===== config.mk =====
export PLATFORM = sky130hd
export DESIGN_NAME = infrared_envelope_emitter
export DESIGN_NICKNAME = d
export VERILOG_FILES = /design/src/include/infrared_emitter_pkg.sv /design/src/infrared_envelope_emitter.sv
export SDC_FILE = /design/constraint.sdc
export NUM_CORES = 1
export LEC_CHECK = 0
export BUFFER_PORTS_ARGS = -buffer_cell sky130_fd_sc_hd__buf_4
export CORE_MARGIN = 4
export CORE_UTILIZATION = 25
export DETAILED_ROUTE_END_ITERATION = 12
export HOLD_SLACK_MARGIN = 0.12
export PLACE_DENSITY_LB_ADDON = 0.1
export SKIP_LAST_GASP = 1
export SLEW_MARGIN = 20
export SYNTH_ARGS = -nofsm -noshare
export SYNTH_HDL_FRONTEND = slang
export SYNTH_SLANG_ARGS = --single-unit

===== constraint.sdc =====
create_clock -name mclk -period 5.6 [get_ports mclk]
set_clock_uncertainty 0.15 [all_clocks]
set_input_delay 1.4 -clock mclk [delete_from_list [all_inputs] [get_ports mclk]]
set_output_delay 1.4 -clock mclk [all_outputs]
set_load 0.03 [all_outputs]

===== src/include/infrared_emitter_pkg.sv =====
// Package for the infrared envelope emitter: register indices, field positions,
// reset values and the emission state type.
// Assumes a Wishbone slave with 32-bit data, one register per aligned word.
package infrared_emitter_pkg;

    // Register indices; byte address is four times the index
    localparam logic [7:0] IDX_INFRARED_CONTROL   = 8'hd9;
    localparam logic [7:0] IDX_ENVELOPE_COUNT_HI  = 8'hda;
    localparam logic [7:0] IDX_ENVELOPE_COUNT_LO  = 8'hdb;
    localparam logic [7:0] IDX_CARRIER_CONTROL    = 8'hdc;
    localparam logic [7:0] IDX_CARRIER_PERIOD_LO  = 8'hdd;
    localparam logic [7:0] IDX_CARRIER_PERIOD_HI  = 8'hde;
    localparam logic [7:0] IDX_CARRIER_DUTY_LO    = 8'hb6;
    localparam logic [7:0] IDX_CARRIER_DUTY_HI    = 8'hb7;

    // Field positions
    localparam int BIT_INFRARED_SELECT    = 0;
    localparam int BIT_ENVELOPE_DONE      = 1;
    localparam int BIT_ENVELOPE_LEVEL     = 7;
    localparam int BIT_CARRIER_OE         = 0;
    localparam int BIT_CARRIER_ENABLE     = 7;
    localparam int POS_CARRIER_CLK_SEL    = 3;

    // Writable bit masks
    localparam logic [7:0] MASK_ENVELOPE_COUNT_HI = 8'hbf;
    localparam logic [7:0] MASK_CARRIER_CONTROL   = 8'hb9;
    localparam logic [7:0] MASK_TWELVE_BIT_HI     = 8'h0f;

    // Reset values
    localparam logic [7:0]  RST_BYTE    = 8'h00;
    localparam logic [13:0] RST_COUNT   = 14'h0000;
    localparam logic [11:0] RST_PERIOD  = 12'h000;
    localparam logic [6:0]  RST_PRESCALE = 7'h00;
    localparam logic [1:0]  RST_STRENGTH = 2'h0;

    typedef enum logic [1:0] {
        PH_IDLE,
        PH_SEND,
        PH_DONE
    } phase_type;

endpackage


===== src/infrared_envelope_emitter.sv =====
// Infrared envelope emitter with its carrier generator and Wishbone register slave.
// Assumes one clock mclk at 200 MHz; option straps are static but asynchronous.
// Overview of operation
// - Once started, envelopes run by hardware alone, counting carrier periods.
// - At envelope end, next count and level flag load from count registers.
// - Loaded zero count stops the waveform; high-sink pin then floats.
// - Loaded zero count with standard-sink pin drives that pin low.
// - Envelope done flag, control bit 1, set and cleared by hardware.
// - Infrared select acts only while carrier pin output enable is 1.
// - Infrared select 0 gives plain carrier, 1 gives envelope emission.
// - High-sink pin only drives low or floats; standard pin drives both.
// - Level flag 1 sends carrier, 0 keeps diode off, count times period.
// - Count is 14 bits: high register bits 5-0, low register bits 7-0.
// - Option chooses high-sink or standard-sink pin; high-sink has strength.
// - Carrier period is 12-bit period value times selected carrier clock.
// - Carrier runs only when enabled; pin driven only when output enabled.
//
// The Wishbone register port was chosen for this implementation.
`timescale 1ns/1ps
`default_nettype none
module infrared_envelope_emitter
    import infrared_emitter_pkg::*;
(
    input  wire logic        mclk,
    input  wire logic        rst_b,
    input  wire logic        ce,
    input  wire logic        wb_cyc_i,
    input  wire logic        wb_stb_i,
    input  wire logic        wb_we_i,
    input  wire logic [9:0]  wb_adr_i,
    input  wire logic [3:0]  wb_sel_i,
    input  wire logic [31:0] wb_dat_i,
    output logic      [31:0] wb_dat_o,
    output logic             wb_ack_o,
    input  wire logic        emitter_pin_select,
    input  wire logic [1:0]  high_sink_strength,
    output logic      [1:0]  high_sink_strength_cfg,
    output logic             high_sink_pin_out,
    output logic             high_sink_pin_oe,
    output logic             standard_sink_pin_out,
    output logic             standard_sink_pin_oe
);

    typedef struct packed {
        logic        infrared_select;
        logic        envelope_done_flag;
        logic [7:0]  envelope_count_high;
        logic [7:0]  envelope_count_low;
        logic [7:0]  carrier_control;
        logic [7:0]  carrier_period_high;
        logic [7:0]  carrier_period_low;
        logic [7:0]  duty_high;
        logic [7:0]  duty_low;
        logic [6:0]  prescale;
        logic [11:0] period_count;
        phase_type   phase;
        logic [13:0] remaining;
        logic        level;
        logic        ack;
        logic [7:0]  rdata;
        logic        pin_sel_meta;
        logic        pin_sel;
        logic [1:0]  strength_meta;
        logic [1:0]  strength;
        logic        hs_oe;
        logic        std_oe;
        logic        std_out;
    } state_type;

    state_type st;
    state_type next_st;

    logic        car_en;
    logic        car_oe;
    logic [2:0]  clk_sel;
    logic [6:0]  prescale_top;
    logic [11:0] period;
    logic [11:0] duty;
    logic        carrier_wave;
    logic        period_end;
    logic        active;
    logic [13:0] loaded_count;
    logic        env_end;
    logic        req;
    logic        wr;
    logic [7:0]  idx;
    logic        emit_on;

    assign car_en       = st.carrier_control[BIT_CARRIER_ENABLE];
    assign car_oe       = st.carrier_control[BIT_CARRIER_OE];
    assign clk_sel      = st.carrier_control[POS_CARRIER_CLK_SEL +: 3];
    assign prescale_top = 7'((8'h01 << clk_sel) - 8'h01);
    assign period       = {st.carrier_period_high[3:0], st.carrier_period_low};
    assign duty         = {st.duty_high[3:0], st.duty_low};
    assign carrier_wave = car_en && (period_count_lt_duty());
    assign period_end   = car_en && (st.prescale == prescale_top) && (period != 12'h000)
                          && (st.period_count == 12'(period - 12'h001));
    assign active       = car_en && car_oe && st.infrared_select;
    assign loaded_count = {st.envelope_count_high[5:0], st.envelope_count_low};
    assign req          = wb_cyc_i && wb_stb_i && !st.ack;
    assign wr           = req && wb_we_i && wb_sel_i[0];
    assign idx          = wb_adr_i[9:2];

    function automatic logic period_count_lt_duty();
        return st.period_count < duty;
    endfunction

    always_comb begin
        next_st = st;
        env_end = 1'b0;
        emit_on = 1'b0;

        // Option straps pass two flops; only the second is used
        next_st.pin_sel_meta  = emitter_pin_select;
        next_st.pin_sel       = st.pin_sel_meta;
        next_st.strength_meta = high_sink_strength;
        next_st.strength      = st.strength_meta;

        // Bus slave: one wait state, unmapped reads zero
        next_st.ack = req;
        if (req) begin
            case (idx)
                IDX_INFRARED_CONTROL:  next_st.rdata = {6'h00, st.envelope_done_flag,
                                                       st.infrared_select};
                IDX_ENVELOPE_COUNT_HI: next_st.rdata = st.envelope_count_high;
                IDX_ENVELOPE_COUNT_LO: next_st.rdata = st.envelope_count_low;
                IDX_CARRIER_CONTROL:   next_st.rdata = st.carrier_control;
                IDX_CARRIER_PERIOD_LO: next_st.rdata = st.carrier_period_low;
                IDX_CARRIER_PERIOD_HI: next_st.rdata = st.carrier_period_high;
                IDX_CARRIER_DUTY_LO:   next_st.rdata = st.duty_low;
                IDX_CARRIER_DUTY_HI:   next_st.rdata = st.duty_high;
                default:               next_st.rdata = RST_BYTE;
            endcase
        end
        if (wr) begin
            case (idx)
                // The done flag belongs to hardware; software writes to it are dropped
                IDX_INFRARED_CONTROL:  next_st.infrared_select = wb_dat_i[BIT_INFRARED_SELECT];
                IDX_ENVELOPE_COUNT_HI: next_st.envelope_count_high =
                                           wb_dat_i[7:0] & MASK_ENVELOPE_COUNT_HI;
                IDX_ENVELOPE_COUNT_LO: next_st.envelope_count_low = wb_dat_i[7:0];
                IDX_CARRIER_CONTROL:   next_st.carrier_control =
                                           wb_dat_i[7:0] & MASK_CARRIER_CONTROL;
                IDX_CARRIER_PERIOD_LO: next_st.carrier_period_low = wb_dat_i[7:0];
                IDX_CARRIER_PERIOD_HI: next_st.carrier_period_high =
                                           wb_dat_i[7:0] & MASK_TWELVE_BIT_HI;
                IDX_CARRIER_DUTY_LO:   next_st.duty_low = wb_dat_i[7:0];
                IDX_CARRIER_DUTY_HI:   next_st.duty_high = wb_dat_i[7:0] & MASK_TWELVE_BIT_HI;
                default:               next_st.rdata = next_st.rdata;
            endcase
        end

        // Carrier generator: prescaler then 12-bit period counter
        if (!car_en) begin
            next_st.prescale     = RST_PRESCALE;
            next_st.period_count = RST_PERIOD;
        end else if (st.prescale == prescale_top) begin
            next_st.prescale = RST_PRESCALE;
            if (period_end || period == 12'h000) begin
                next_st.period_count = RST_PERIOD;
            end else begin
                next_st.period_count = 12'(st.period_count + 12'h001);
            end
        end else begin
            next_st.prescale = 7'(st.prescale + 7'h01);
        end

        // Flag clears when software writes the low count register or emission stops
        if ((wr && idx == IDX_ENVELOPE_COUNT_LO) || !active) begin
            next_st.envelope_done_flag = 1'b0;
        end

        case (st.phase)
            PH_IDLE: begin
                if (active) begin
                    next_st.remaining = loaded_count;
                    next_st.level     = st.envelope_count_high[BIT_ENVELOPE_LEVEL];
                    next_st.phase     = (loaded_count == RST_COUNT) ? PH_DONE : PH_SEND;
                end
            end
            PH_SEND: begin
                if (!active) begin
                    next_st.phase = PH_IDLE;
                end else if (period_end) begin
                    if (st.remaining == 14'h0001) begin
                        env_end                    = 1'b1;
                        next_st.envelope_done_flag = 1'b1;
                        next_st.remaining          = loaded_count;
                        next_st.level = st.envelope_count_high[BIT_ENVELOPE_LEVEL];
                        if (loaded_count == RST_COUNT) begin
                            next_st.phase = PH_DONE;
                        end
                    end else begin
                        next_st.remaining = 14'(st.remaining - 14'h0001);
                    end
                end
            end
            PH_DONE: begin
                if (!active) begin
                    next_st.phase = PH_IDLE;
                end
            end
            default: next_st.phase = PH_IDLE;
        endcase

        // Pin drive; a low envelope and a finished emission keep the diode dark
        if (car_oe) begin
            if (st.infrared_select) begin
                emit_on = (st.phase == PH_SEND) && st.level && carrier_wave;
            end else begin
                emit_on = carrier_wave;
            end
        end
        // High-sink pin sinks to light the diode, otherwise floats
        next_st.hs_oe   = car_oe && !st.pin_sel && emit_on;
        next_st.std_oe  = car_oe && st.pin_sel;
        next_st.std_out = emit_on;
    end

    always_ff @(posedge mclk or negedge rst_b) begin
        if (!rst_b) begin
            st <= '{phase: PH_IDLE, remaining: RST_COUNT, period_count: RST_PERIOD,
                    prescale: RST_PRESCALE, strength_meta: RST_STRENGTH,
                    strength: RST_STRENGTH, envelope_count_high: RST_BYTE,
                    envelope_count_low: RST_BYTE, carrier_control: RST_BYTE,
                    carrier_period_high: RST_BYTE, carrier_period_low: RST_BYTE,
                    duty_high: RST_BYTE, duty_low: RST_BYTE, rdata: RST_BYTE,
                    default: 1'b0};
        end else if (ce) begin
            st <= next_st;
        end
    end

    assign wb_ack_o               = st.ack;
    assign wb_dat_o               = {24'h000000, st.rdata};
    assign high_sink_strength_cfg = st.strength;
    assign high_sink_pin_out      = 1'b0;
    assign high_sink_pin_oe       = st.hs_oe;
    assign standard_sink_pin_out  = st.std_out;
    assign standard_sink_pin_oe   = st.std_oe;
endmodule
`default_nettype wire


# ---- Word-level counts from Yosys, hierarchy flattened
# Index checks and enable logic that the tools add are counted.
dict set report totals {
  regBits 100
  input_bits 55
  out_inout_bits 39
  elab_cells 115
}
dict set report op_classes {
  add_sub_neg 5
  n_lt_le_gt_ge 1
  eq_ne 22
  shift 1
  mux 24
  n_reduce_logical 39
}
# cell count
set ops {}
lappend ops {{$eq A8 B8 Y1 const B} 8}
lappend ops {{$pmux W8 S8} 1}
lappend ops {{$mux W17} 2}
lappend ops {{$pmux W15 S2} 1}
lappend ops {{$mux W12} 2}
lappend ops {{$reduce_and A3 Y1} 8}
lappend ops {{$mux W19} 1}
lappend ops {{$logic_and A1 B1 Y1} 16}
lappend ops {{$mux W15} 1}
lappend ops {{$eq A14 B1 Y1 const B} 1}
lappend ops {{$logic_not A14 Y1} 1}
lappend ops {{$mux W14} 1}
lappend ops {{$sub A14 B1 Y14 const B} 1}
lappend ops {{$add A12 B1 Y12 const B} 1}
lappend ops {{$eq A12 B12 Y1} 1}
lappend ops {{$logic_not A12 Y1} 1}
lappend ops {{$lt A12 B12 Y1} 1}
lappend ops {{$reduce_and A6 Y1} 2}
lappend ops {{$reduce_bool A12 Y1} 1}
lappend ops {{$sub A12 B1 Y12 const B} 1}
lappend ops {{$mux W2} 5}
lappend ops {{$ne A2 B2 Y1 const B} 5}
lappend ops {{$ne A3 B3 Y1 const B} 3}
lappend ops {{$mux W1} 8}
lappend ops {{15 further kinds} 19}

# ---- Depth between registers and ports, before layout
dict set report depth {
  ltp_word 11
  depth_mapped 14
  depth_no_buf 11
}

# ---- Least setup slack after synthesis
# No wires, ideal clock.
dict set report synth_path {
  path_type {input to register}
  startpoint {input port wb_adr_i[6]}
  endpoint {register st, in the netlist loaded_count[0]}
  setup_ps 125
  arrival_ps 2998
  required_time_ps 5325
  setup_slack_ps 2328
  stages 6
  n_path_buf 0
  cell_sequence {nand4_1 -> or3_1 -> nor2_1 -> nor4b_1 -> nand2_1 -> mux2_2}
}
dict set report synth_between {
  elab_chain_cells 2
}
# item line_no
set synth_rtl {}
lappend synth_rtl {{start, declared} infrared_envelope_emitter.sv:30} ;# input wire logic [9:0] wb_adr_i,
lappend synth_rtl {{$eq A8 B8 Y1} infrared_envelope_emitter.sv:136} ;# case (idx)
lappend synth_rtl {{$reduce_and A3 Y1 (no line)} -}
lappend synth_rtl {{end signal, assigned} infrared_envelope_emitter.sv:222} ;# st <= '{phase: PH_IDLE, remaining: RST_COUNT, period_count: RST_PERIOD,
lappend synth_rtl {{end signal, assigned} infrared_envelope_emitter.sv:230} ;# st <= next_st;
lappend synth_rtl {{end, declared} infrared_envelope_emitter.sv:70} ;# state_type st;
# Every way passes these cells.
# A chain may end at the register's enable or synchronous reset.

# ---- Worst setup path in the final report
dict set report layout_path {
  startpoint {register st, in the netlist period[1]}
  endpoint {register st[35] (netlist bit)}
}
dict set report layout_between {
  elab_chain_cells 7
  word_cells_on_any_way 10
  classes_between {1 x add/sub; 1 x eq/ne; 3 x mux; 5 x reduce/logical}
}
# item line_no
set layout_rtl {}
lappend layout_rtl {{$sub A12 B1 Y12 / $reduce_bool A12 Y1 (equally long branches)} {infrared_envelope_emitter.sv:97, infrared_envelope_emitter.sv:96}}
lappend layout_rtl {{$eq A12 B12 Y1 / $logic_and A1 B1 Y1 (equally long branches)} {infrared_envelope_emitter.sv:97, infrared_envelope_emitter.sv:96}}
lappend layout_rtl {{$logic_and A1 B1 Y1} infrared_envelope_emitter.sv:97} ;# && (st.period_count == 12'(period - 12'h001));
lappend layout_rtl {{$logic_or A1 B1 Y1 (*)} infrared_envelope_emitter.sv:159} ;# if (period_end || period == 12'h000) begin
lappend layout_rtl {{$mux W12 (*)} infrared_envelope_emitter.sv:159}
lappend layout_rtl {{$mux W12 (*)} infrared_envelope_emitter.sv:157} ;# end else if (st.prescale == prescale_top) begin
lappend layout_rtl {{$mux W19 (*)} infrared_envelope_emitter.sv:154} ;# if (!car_en) begin
# Every way passes the cells marked *; elsewhere a longest branch is shown, timed or not. The select of a mux whose other input is x is not followed.

==> out/metrics.yaml <==
routing:
  avgRoutedWirePerCell_um: 19.4
  route.detailed.drc: 0
  first_iter_violations: 348
  drt-total-wl_um: 18800
  antenna_left: 0
  vias_per_cell: 5.08
  first_pass_iters: 5
  via_count: 4933
clock_network:
  clk_latency_ns: 0.36
  clkSlewWorstSetupHoldPaths_ns: 0.08
  clock_sinks: 100
  root_buffer: "clkbuf_16"
  numCtsBuffers: 9
  cts_setup_buffers: 0
  h-tree-depth: 3
  cts.path.max_buffers: 2
  hold_buffers: 0
  tritoncts: "built"
  ctsResizeCount: 0
min_path:
  min_path_type: "reg -> reg"
synthesis:
  synth_seq_cells: 100
  yosysUniqueCellTypes: 64
  yosysTopAreaCell: "dfrtp_1"
  yosys_warnings: 0
  syn_avg_cell_area_um2: 9.64
  synthTopCellsByCount: "dfrtp_1, mux2_2, nand2_1"
  synth-edff-count: 0
  syn-cell-area_um2: 6090
  synth_top_area_share_pct: 41.1
  async_flop_share_pct: 100
  ys_seq_area_share_pct: 41.1
  ys.flop_type: "dfrtp_1"
  postSynthCellCount: 632
  synth_most_common_cell: "dfrtp_1"
  synth_area_leaders: "dfrtp_1, mux2_2, buf_4"
critical_path:
  crit_path_end_kind: "flop"
  path_class: "reg -> reg"
  setup.worst_path.start_class: "flop"
  path_cells: "inv_1 -> ha_1 -> or3b_2 -> or3_1 -> a21oi_1 -> a2bb2oi_1 -> nor4_4 -> nand2b_1 -> nor2_1 -> mux2_2"
  path_delay_family: "simple AND/OR/NAND/NOR gates"
  cp.required_ns: 5.75
  path_buf_inv: 1
  max_stage_delay_ns: 0.73
  slowest_stage: "nor2_1"
  cp.arrival_ns: 4.15
  cp_max_fo: 12
power_and_ir_drop:
  swShare_pct: 27.8
  power_switching_w: 0.000415
  pwr-share-seq_pct: 49.3
  peakVddDrop_mv: 0.115
  pwr_density_cell_nw_per_um2: 219
  p_leak_nw: 3.01
  power_frac_comb_pct: 7.1
  internal-power_w: 0.00108
  power_w: 0.00149
  clkPwrFrac_pct: 43.5
global_route:
  gr-usage-met2_pct: 21.2
  overflow: 0
  antenna_found_initial: 0
  met3_usage_pct: 2.79
  met1_usage_pct: 20.4
  grt.busiest_layer: "met2"
  grt_pass1_vias: 4853
  gr-usage-all-layers_pct: 14.1
  grt_pass1_wl_um: 29200
  grt_max_degree: 64
placed_design:
  hpwl_um: 13700
  io_buffers: 39
  gp_congestion: 0.815
outcome:
  outcome: "finished, final reports clean"
floorplanning:
  core-area_um2: 23800
  die_w_um: 164
  initial_core_util_pct: 25.6
  die_area_um2: 26900
  io_pins: 94
  dieHeight_um: 164
  fp-row-count: 56
layout:
  nFillCells: 2491
  syn_to_final_growth_pct: 11.9
  fin_util_pct: 28.7
  drive_gt1_share_pct: 17.9
  finalNetCount: 719
  n_antenna_cell: 0
timing:
  finalHoldViolations: 0
  period_needed_ns: 4.00
  clock.fmax_mhz: 250
  period_share_pct: 71.4
  slew_headroom_pct: 39.5
  slew_viol_final: 0
  worst_pin_slew_ns: 0.904
  hold-worst-slack_ns: 0.340
  fin_tns_setup_ns: 0
  setup_viol: 0
  rsz0062_at_grt: "false"
run:
  max-cap-violations: 0
power groups by stage:
stage                     Sequential, W  Combinational (W)  Clock [W]
after floorplan                0.000752          0.0000678          0
after global placement         0.000751           0.000106          0
after detailed placement       0.000751           0.000108          0
after CTS                      0.000737           0.000109   0.000683
after global routing           0.000738           0.000117   0.000706
final                          0.000736           0.000106   0.000650
final cells by class:
| cell class | count | area [um^2] | area share (%) |
|---|---|---|---|
| Multi-Input combinational cell | 469 | 3210 | 47.0 |
| Sequential cell | 100 | 2500 | 36.7 |
| Tap cell | 319 | 399 | 5.86 |
| Timing Repair Buffer | 41 | 308 | 4.52 |
| Clock buffer | 9 | 225 | 3.30 |
| Inverter | 26 | 97.6 | 1.43 |
| Clock inverter | 7 | 78.8 | 1.16 |
layout by cell type, fill, tap and decap left out, drive strengths merged, types with 4 or more instances in the layout:
cell type  count
nand3         19
or2            4
ha            17
a222oi        10
and3          13
conb          25
nor2b         14
o32ai          4
a31oi          5
nand2         42
nand2b         9
dfrtp        100
inv           30
or3            9
nor4          10
clkbuf         9
xor2          11
xnor2         13
a22oi          6
nand4          8
o31ai          7
o211ai         6
buf           41
mux2          50
nor3          14
nor2          37
a21oi         26
o21ai         46
a21o          10
or4            4
a22o          13
registers in the layout (all words and copies together) (netlist names):
name and count:
next_st 3, wb_dat_o 8, loaded_count 14, car_en 1, clk_sel 3, wb_ack_o 1, period 12, duty 12
car_oe 1, standard_sink_pin_oe 1, high_sink_strength_cfg 2, high_sink_pin_oe 1, standard_sink_pin_out 1, st 40
per-layer routing:
layer / vias to the layer above / part of all wire (%)
met5: - / 0
met4: 0 / 2.3
met3: 26 / 4.3
met2: 145 / 45
met1: 2459 / 48
li1: 2303 / -
per-stage QoR:
| step | setup slack [ns] | area, um^2 | instances |
|---|---|---|---|
| after global placement | 1.44 | 6510 | 955 |
| final | 1.60 | 6820 | 971 |
| after detailed placement | 1.34 | 6510 | 955 |
| after CTS | 1.55 | 6820 | 971 |
| after global routing | 1.25 | 6820 | 971 |
| after floorplan | 2.33 | 6180 | 656 |
cells by family (layout without fill, tap and decap cells):
group           Yosys count  in the layout  share of synthesized area (%)
mux                      51             51                           9.41
buf+inv                  87             83                           7.78
xor+xnor                 25             25                           3.82
fa+ha+maj                17             17                           3.49
compound gates          157            157                           17.6
simple gates            194            194                           16.8
other cells               1             25                         0.0616
flops                   100            100                           41.1
path summary, 6_finish.rpt:
| kind | from | to | slack, ns | cells after the start |
|---|---|---|---|---|
| hold / removal | wb_dat_o[2]$_DFFE_PN0P_ | wb_dat_o[2]$_DFFE_PN0P_ | 0.34 | 1 |
| setup reg to reg | period[1]$_DFFE_PN0P_ | st[35]$_DFFE_PN0P_ | 1.60 | 10 |
| setup / recovery | period[1]$_DFFE_PN0P_ | st[35]$_DFFE_PN0P_ | 1.60 | 10 |
| min in group asynchronous | rst_b | next_st[7]$_DFFE_PN0P_ | 1.01 | 1 |
| hold reg to reg | wb_dat_o[2]$_DFFE_PN0P_ | wb_dat_o[2]$_DFFE_PN0P_ | 0.34 | 1 |
| max in group asynchronous | rst_b | loaded_count[9]$_DFFE_PN0P_ | 3.20 | 2 |
No activity file was read; power rests on OpenSTA's default activity.
